$ cat src/logic/mmr_defines.svh
`ifndef MMR_DEFINES_SVH
`define MMR_DEFINES_SVH

// register indices as printed; the byte address is four times the index
`define MMR_IDX_PHASE_C_CURRENT   12'h444
`define MMR_IDX_CURRENT_GAIN      12'h468
`define MMR_IDX_VOLTAGE_GAIN      12'h472
`define MMR_IDX_SUPPLY_VOLTAGE    12'h474
`define MMR_IDX_CONTROL           12'h480

// byte addresses seen on paddr
`define MMR_ADDR_PHASE_C_CURRENT  14'h1110
`define MMR_ADDR_CURRENT_GAIN     14'h11A0
`define MMR_ADDR_VOLTAGE_GAIN     14'h11C8
`define MMR_ADDR_SUPPLY_VOLTAGE   14'h11D0
`define MMR_ADDR_CONTROL          14'h1200

// reset values
`define MMR_RST_WORD32            32'h0000_0000
`define MMR_RST_WORD16            16'h0000
`define MMR_RST_CONTROL           32'h0000_0000

// field positions
`define MMR_GAIN_CODE_MSB         1
`define MMR_GAIN_CODE_LSB         0
`define MMR_CTRL_FREEZE_BIT       0

// fixed-point scaling: value = raw / 2^27 times a full-scale figure
`define MMR_SCALE_FRAC_BITS       27
`define MMR_SUPPLY_FULL_SCALE_V   60

`endif

$ cat src/logic/mmr_pkg.sv
package mmr_pkg;

  // current-sense gain code: multiple of the maximum amplifier gain
  typedef enum logic [1:0] {
    MMR_CSG_X8 = 2'h0,
    MMR_CSG_X4 = 2'h1,
    MMR_CSG_X2 = 2'h2,
    MMR_CSG_X1 = 2'h3
  } mmr_current_gain_t;

  // voltage-sense gain code: full-scale range
  typedef enum logic [1:0] {
    MMR_VSG_60V  = 2'h0,
    MMR_VSG_30V  = 2'h1,
    MMR_VSG_15V  = 2'h2,
    MMR_VSG_RSVD = 2'h3
  } mmr_voltage_gain_t;

endpackage : mmr_pkg

$ cat src/logic/mmr_readback.sv
`timescale 1ns/10ps
`include "mmr_defines.svh"
// How it works
// - phase C current raw, scale 2^27, base/8
// - current gain register, 16-bit, 468h, resets zero
// - gain codes 0..3 mean max gain x8..x1
// - voltage gain register, 16-bit, 472h, resets zero
// - voltage codes 0,1,2 mean 60V,30V,15V
// - supply voltage register, 32-bit, 474h, resets zero
// - supply volts equal raw times 60 over 2^27
module mmr_readback (
  input  wire logic                       pclk,
  input  wire logic                       presetn,
  input  wire logic                       psel,
  input  wire logic                       penable,
  input  wire logic                       pwrite,
  input  wire logic [13:0]                paddr,
  input  wire logic [31:0]                pwdata,
  input  wire logic [3:0]                 pstrb,
  output logic      [31:0]                prdata,
  output logic                            pready,
  output logic                            pslverr,
  input  wire logic                       meas_valid,
  input  wire logic [31:0]                meas_phase_c_current,
  input  wire mmr_pkg::mmr_current_gain_t meas_current_gain,
  input  wire mmr_pkg::mmr_voltage_gain_t meas_voltage_gain,
  input  wire logic [31:0]                meas_supply_voltage,
  output logic                            readback_frozen
);

  ////////////////////////////////////////////////////////////////////////////
  // measurement capture

  logic [31:0] third_phase_current_readback_q;
  logic [15:0] current_sense_gain_readback_q;
  logic [15:0] voltage_sense_gain_readback_q;
  logic [31:0] supply_voltage_readback_q;
  logic [15:0] current_gain_wide;
  logic [15:0] voltage_gain_wide;
  logic [31:0] control_q;
  logic [31:0] control_d;
  logic        freeze;
  logic        meas_load;

  assign freeze = control_q[`MMR_CTRL_FREEZE_BIT];

  // one strobe loads all four words, so they always come from one sample
  assign meas_load = meas_valid && !freeze;

  // gain codes are two bits wide; the upper bits of the word read zero
  assign current_gain_wide = {14'h0000, meas_current_gain};
  assign voltage_gain_wide = {14'h0000, meas_voltage_gain};

  // only the measurement side loads these; the bus path never reaches them
  mmr_hold_reg #(
    .WIDTH (32),
    .RESET (`MMR_RST_WORD32)
  ) u_mmr_hold_reg_current (
    .pclk    (pclk),
    .presetn (presetn),
    .load    (meas_load),
    .din     (meas_phase_c_current),
    .dout    (third_phase_current_readback_q)
  );

  mmr_hold_reg #(
    .WIDTH (16),
    .RESET (`MMR_RST_WORD16)
  ) u_mmr_hold_reg_cgain (
    .pclk    (pclk),
    .presetn (presetn),
    .load    (meas_load),
    .din     (current_gain_wide),
    .dout    (current_sense_gain_readback_q)
  );

  mmr_hold_reg #(
    .WIDTH (16),
    .RESET (`MMR_RST_WORD16)
  ) u_mmr_hold_reg_vgain (
    .pclk    (pclk),
    .presetn (presetn),
    .load    (meas_load),
    .din     (voltage_gain_wide),
    .dout    (voltage_sense_gain_readback_q)
  );

  mmr_hold_reg #(
    .WIDTH (32),
    .RESET (`MMR_RST_WORD32)
  ) u_mmr_hold_reg_supply (
    .pclk    (pclk),
    .presetn (presetn),
    .load    (meas_load),
    .din     (meas_supply_voltage),
    .dout    (supply_voltage_readback_q)
  );

  ////////////////////////////////////////////////////////////////////////////
  // apb slave: one wait state, answer registered

  logic [31:0] prdata_q;
  logic [31:0] prdata_d;
  logic        pready_q;
  logic        pready_d;
  logic        pslverr_q;
  logic        pslverr_d;
  logic        frozen_q;
  logic        frozen_d;
  logic        hit;
  logic [31:0] rdata;
  logic        access;
  logic        commit;
  logic        sel_current;
  logic        sel_cgain;
  logic        sel_vgain;
  logic        sel_supply;
  logic        sel_control;
  logic        ctrl_write;

  assign access = psel && penable;
  assign commit = access && pready_q;

  // one select per mapped word; at most one is high at a time
  assign sel_current = (paddr == `MMR_ADDR_PHASE_C_CURRENT);
  assign sel_cgain   = (paddr == `MMR_ADDR_CURRENT_GAIN);
  assign sel_vgain   = (paddr == `MMR_ADDR_VOLTAGE_GAIN);
  assign sel_supply  = (paddr == `MMR_ADDR_SUPPLY_VOLTAGE);
  assign sel_control = (paddr == `MMR_ADDR_CONTROL);
  assign hit         = sel_current || sel_cgain || sel_vgain || sel_supply || sel_control;

  // read mux; unmapped addresses read zero
  always_comb begin
    rdata = 32'h0000_0000;
    if (sel_current) begin
      rdata = third_phase_current_readback_q;
    end
    if (sel_cgain) begin
      rdata = {16'h0000, current_sense_gain_readback_q};
    end
    if (sel_vgain) begin
      rdata = {16'h0000, voltage_sense_gain_readback_q};
    end
    if (sel_supply) begin
      rdata = supply_voltage_readback_q;
    end
    if (sel_control) begin
      rdata = control_q;
    end
  end

  ////////////////////////////////////////////////////////////////////////////
  // bus answer: one pulse per transfer, data zero outside it

  always_comb begin
    pready_d  = 1'b0;
    prdata_d  = 32'h0000_0000;
    pslverr_d = 1'b0;
    if (access && !pready_q) begin
      pready_d  = 1'b1;
      pslverr_d = !hit;
      prdata_d  = pwrite ? 32'h0000_0000 : rdata;
    end
  end

  always_ff @(posedge pclk or negedge presetn) begin
    if (!presetn) begin
      pready_q  <= 1'b0;
      prdata_q  <= 32'h0000_0000;
      pslverr_q <= 1'b0;
    end else begin
      pready_q  <= pready_d;
      prdata_q  <= prdata_d;
      pslverr_q <= pslverr_d;
    end
  end

  ////////////////////////////////////////////////////////////////////////////
  // control word: the only writable one

  // writes to the readback words complete okay and are dropped here
  assign ctrl_write = commit && pwrite && sel_control && pstrb[0];

  always_comb begin
    control_d = control_q;
    if (ctrl_write) begin
      control_d = {31'h0000_0000, pwdata[`MMR_CTRL_FREEZE_BIT]};
    end
    frozen_d = control_d[`MMR_CTRL_FREEZE_BIT];
  end

  always_ff @(posedge pclk or negedge presetn) begin
    if (!presetn) begin
      control_q <= `MMR_RST_CONTROL;
      frozen_q  <= 1'b0;
    end else begin
      control_q <= control_d;
      frozen_q  <= frozen_d;
    end
  end

  assign prdata          = prdata_q;
  assign pready          = pready_q;
  assign pslverr         = pslverr_q;
  assign readback_frozen = frozen_q;

endmodule // mmr_readback

////////////////////////////////////////////////////////////////////////////
// hold register: loads on a strobe, otherwise keeps its word

module mmr_hold_reg #(
  parameter int               WIDTH = 32,
  parameter logic [WIDTH-1:0] RESET = '0
) (
  input  wire logic             pclk,
  input  wire logic             presetn,
  input  wire logic             load,
  input  wire logic [WIDTH-1:0] din,
  output logic      [WIDTH-1:0] dout
);

  logic [WIDTH-1:0] word_q;
  logic [WIDTH-1:0] word_d;

  always_comb begin
    word_d = word_q;
    if (load) begin
      word_d = din;
    end
  end

  always_ff @(posedge pclk or negedge presetn) begin
    if (!presetn) begin
      word_q <= RESET;
    end else begin
      word_q <= word_d;
    end
  end

  assign dout = word_q;

endmodule // mmr_hold_reg

$ cat config.mk
export PLATFORM = sky130hd
export DESIGN_NAME = mmr_readback
export DESIGN_NICKNAME = d
export VERILOG_FILES = /design/src/logic/mmr_pkg.sv /design/src/logic/mmr_readback.sv
export VERILOG_INCLUDE_DIRS = /design/src /design/src/logic
export SDC_FILE = /design/constraint.sdc
export NUM_CORES = 1
export LEC_CHECK = 0
export BUFFER_PORTS_ARGS = -buffer_cell sky130_fd_sc_hd__buf_4
export CELL_PAD_IN_SITES_DETAIL_PLACEMENT = 1
export CELL_PAD_IN_SITES_GLOBAL_PLACEMENT = 1
export CORE_MARGIN = 5
export CORE_UTILIZATION = 47
export CTS_CLUSTER_DIAMETER = 120
export DETAILED_ROUTE_END_ITERATION = 10
export PLACE_DENSITY = 0.95
export SLEW_MARGIN = 20
export SYNTH_ARGS = -nofsm -noshare
export SYNTH_HDL_FRONTEND = slang
export SYNTH_HIERARCHICAL = 1
export SYNTH_SLANG_ARGS = --single-unit
$ cat constraint.sdc
create_clock -name pclk -period 3 [get_ports pclk]
set_input_delay 0.3 -clock pclk [delete_from_list [all_inputs] [get_ports pclk]]
set_output_delay 0.3 -clock pclk [all_outputs]
set_load 0.02 [all_outputs]
==> results.txt <==
The final route contains 3950 vias. The number of levels in the clock H-tree came out at 4. The sequential cell area fraction in the yosys report came out at a little under three fifths. The switching share of power came out at a little under a quarter. The switching power is 1.01 mW. The final count of negative-setup-slack endpoints is 0.

In this run, synthesis inferred 0 flip-flops with an integrated enable. In this run the worst setup path terminates at prdata[3]. The final cycle utilization of the critical path is between 70% and 80%. STA classifies the critical path endpoint as a flip-flop.

The total track usage is 22.5%. STA classifies the critical path startpoint as an input pin. In this run the critical register-to-register path is captured at prdata[0]. The count of state elements after synthesis came out at 131. The final hold violation count came out at 0. Once the clock tree was built, the setup fixing pass inserted 0 buffers. The final standard cell utilization of the core is 60.6%. STA puts the critical path data arrival time at between 2 and 2.5 ns. The cell seen most often among critical-path stages is or2_1. The internal power of the cells totals around 3.4 mW.

The aggregate negative setup slack came out at 0 ns. The most frequently used flop master after synthesis is dfrtp_1. The met2 track utilization from global routing came out at about 38%. Sorting the synthesized cells by area gives the leading types as dfrtp_1, mux2_4, mux2_2, buf_12, a22o_1. For this block, the initial DRC count from the detailed router was 256. The post-CTS resize count came out at 0. The mean instance size in the synthesized netlist came out at 15.0 µm². The floorplan step defined a core boundary enclosing ~13000 µm². The final max-slew violation count is 0.

TritonCTS built the clock tree. Entering global routing, the biggest net connects 97 pins. The number of buffers created by CTS is 17. The final estimated routing congestion in global placement is 0.773. The fraction of met3 tracks used by global routing came out at under 10%. The critical path launch point is paddr[11]. The die is ~120 µm tall. The first global-routing pass estimated roughly 25000 µm of wire. Leaving out fill and tap cells, the most frequent cells in the layout are buf_4, dfrtp_1, mux2_4, conb_1, nor2_1.

The proportion of power drawn by the clock network is between 40 and 50%. The maximum clock skew at final layout is between 0.007 and 0.008 ns. The worst voltage drop across the vdd grid came out at a little over 400 µV.

The finished layout cell area came out at 7580 µm². The total number of placement rows came out at between 40 and 50. The leakage power of the design is 3.59 nW. The synthesized design spends more area on one cell type than any other, namely dfrtp_1. The layer carrying the most global-route usage is met2.

The multi-input combinational cells in the finished layout cover a total of between 2000 and 3000 µm². The placed standard-cell area came out at about 7000 µm². The worst slew margin relative to its limit is between 20% and 30%. In the global route stage, met1 resource usage came out at between 20% and 30%.

Synthesis produced a netlist whose cell count is around 400. The area taken by flip-flops and latches is approximately 3300 µm². The power density over the cells came out at approximately 600 nW/µm². The post-route minimum period is 2.11 ns.

Among all stages on the critical path, the largest delay is contributed by or4b_4. The number of antenna diodes came out at 0. The initial core utilization came out at 47.6%. The class of the tightest hold or removal check is in2reg. The reg2reg setup slack came out at 0.99 ns. The via count of the first global-routing pass is ~4.6k. The sequential share of power is between 40 and 50%. Relative to the synthesized area, the layout overhead comes to 27.3%. The antenna violation net count after detailed routing is 0. CTS placed an instance of clkbuf_16 at the clock tree root. The worst endpoint required time is about 3.3 ns. The maximum buffer depth of the clock tree is 2. The post-layout worst setup margin came out at ~0.89 ns. The maximum clock frequency is 475 MHz. The number of iterations in the first detailed-routing pass is 4. In the final design database the tool counted 669 nets. The maximum single-stage delay on the critical path came out at around 0.59 ns. The number of antenna violations at the first check in global routing was 0. The post-DP HPWL is slightly above 10000 µm. The setup path with the least slack is of type in2reg.

Buffers inserted to repair hold after CTS numbered 1. The run finished with clean final reports. The remaining routing DRC violations is 0. The path depth of the worst reg2reg path is 5.

The clock transition at the register clock pins on the worst setup and hold paths after CTS is about 0.060 ns. The via density per instance came out at about 5.4. The overall routed net length came out at roughly 16000 µm. The proportion of synthesized flip-flops having asynchronous set or reset came out at between 90% and 100%. Walking the worst path, the cells encountered are buf_4, or4b_4, or2_1, or2_1, o221a_2. The clock drives between 100 and 150 sinks. The part of the power in combinational logic is roughly a tenth. The die width is 123 µm. In the final routed layout, each cell accounts on average for between 20 and 25 µm. The aggregate global routing overflow is 0. Fill cells in the final layout number ~1.2k. For this run, the number of Yosys warnings is 6. Yosys mapped the design onto 38 distinct sky130hd cell types. The worst slack after detailed placement is about 0.51 ns. The share of Yosys cell area claimed by the top area cell type is around 55%.

Pin placement for this block handled between 150 and 200 I/O pins. The overall die area came out at about 15000 µm². The count of buffers from port buffering is roughly 120. The fraction of layout cells with a size suffix above 1 is between 40 and 50%.

The worst-skew pair later-pin latency came out at between 0.4 and 0.5 ns. The total standard cell area after synthesis came out at just under 6000 µm². The worst register-to-register path begins at pready. The peak fanout along the critical path came out at 18.

The max-capacitance violation count is 0. Setup repair after global routing left no endpoint under its margin. The transition time at the pin with the least slew margin came out at about 1.1 ns.
## per-stage QoR
step / power [mW] / hold slack (ns) / cells
global route: 4.60 / 0.0881 / 730
floorplan: 2.27 / 0.00441 / 424
detailed placement: 2.45 / 0.437 / 697
finish: 4.43 / 0.108 / 730
CTS: 4.47 / 0.0873 / 730
global placement: 2.42 / 0.424 / 697
## power groups by stage
stage	combinational, mW	clock, mW	sequential, mW
2_1_floorplan	0.287	0	1.98
5_1_grt	0.481	2.11	2.00
4_1_cts	0.449	2.03	1.99
3_5_place_dp	0.439	0	2.02
6_report	0.448	1.99	1.99
3_3_place_gp	0.415	0	2.00
## synth_stat cells (2+ instances only)
| master | instances |
|---|---|
| a22o_1 | 15 |
| dfrtp_1 | 131 |
| nor3_1 | 4 |
| o221a_1 | 10 |
| a22oi_1 | 16 |
| buf_6 | 7 |
| buf_2 | 6 |
| nor4b_1 | 2 |
| nand4bb_1 | 2 |
| buf_12 | 8 |
| a21oi_1 | 16 |
| or2_1 | 3 |
| o221a_2 | 5 |
| mux2_4 | 80 |
| or4b_1 | 2 |
| nand4_1 | 16 |
| nand2_1 | 3 |
| mux2_2 | 18 |
| nor4_2 | 3 |
| and2_1 | 2 |
| nor2_1 | 21 |
| clkbuf_1 | 11 |
## routing by layer
metal	vias to the layer above	wire length (µm)
li1	1754	-
met1	2036	6370
met2	135	8420
met3	25	932
met4	0	325
met5	-	0
## worst min path at each step
| stage | start | endpoint | slack (ns) | cells past startpoint |
|---|---|---|---|---|
| after global routing | meas_phase_c_current[26] | u_mmr_hold_reg_current/dout[26] | 0.09 | 2 |
| after global placement | presetn | pslverr | 0.42 | 1 |
| after floorplan | presetn | prdata[0] | 0.004 | 0 |
| final | meas_phase_c_current[26] | u_mmr_hold_reg_current/dout[26] | 0.11 | 2 |
| after detailed placement | presetn | pslverr | 0.44 | 1 |
| after CTS | meas_supply_voltage[27] | u_mmr_hold_reg_supply/dout[27] | 0.09 | 2 |
## area by class of cell
type                            instances  area share [%]
Timing Repair Buffer                  134            13.5
Tap cell                              172            2.84
Multi-Input combinational cell        261            33.0
Clock buffer                           28            6.81
Sequential cell                       131            43.2
Clock inverter                          4           0.594
## cell families (layout without fill, tap and decap cells)
| group | after synthesis | in the layout | share of synthesized area (%) |
|---|---|---|---|
| and+or+nand+nor | 68 | 68 | 6.99 |
| AOI/OAI and AO/OA | 67 | 67 | 9.14 |
| DFF | 131 | 131 | 55.0 |
| other | 1 | 28 | 0.0630 |
| buffers and inverters | 32 | 166 | 5.21 |
| muxes | 98 | 98 | 23.6 |
## flip-flops by register name, indices dropped and copies added, names as in the netlist
signal / cells
u_mmr_hold_reg_cgain/dout: 16
u_mmr_hold_reg_supply/dout: 32
pslverr: 1
readback_frozen: 1
u_mmr_hold_reg_vgain/dout: 16
pready: 1
u_mmr_hold_reg_current/dout: 32
prdata: 32
## worst max-delay path: cells and delay by family
kind / cells / cell delay [ns]
simple gates: 3 / 1.61
compound gates: 1 / 0.38
buf+inv: 1 / 0.11
(Power assumes the default switching activity.)
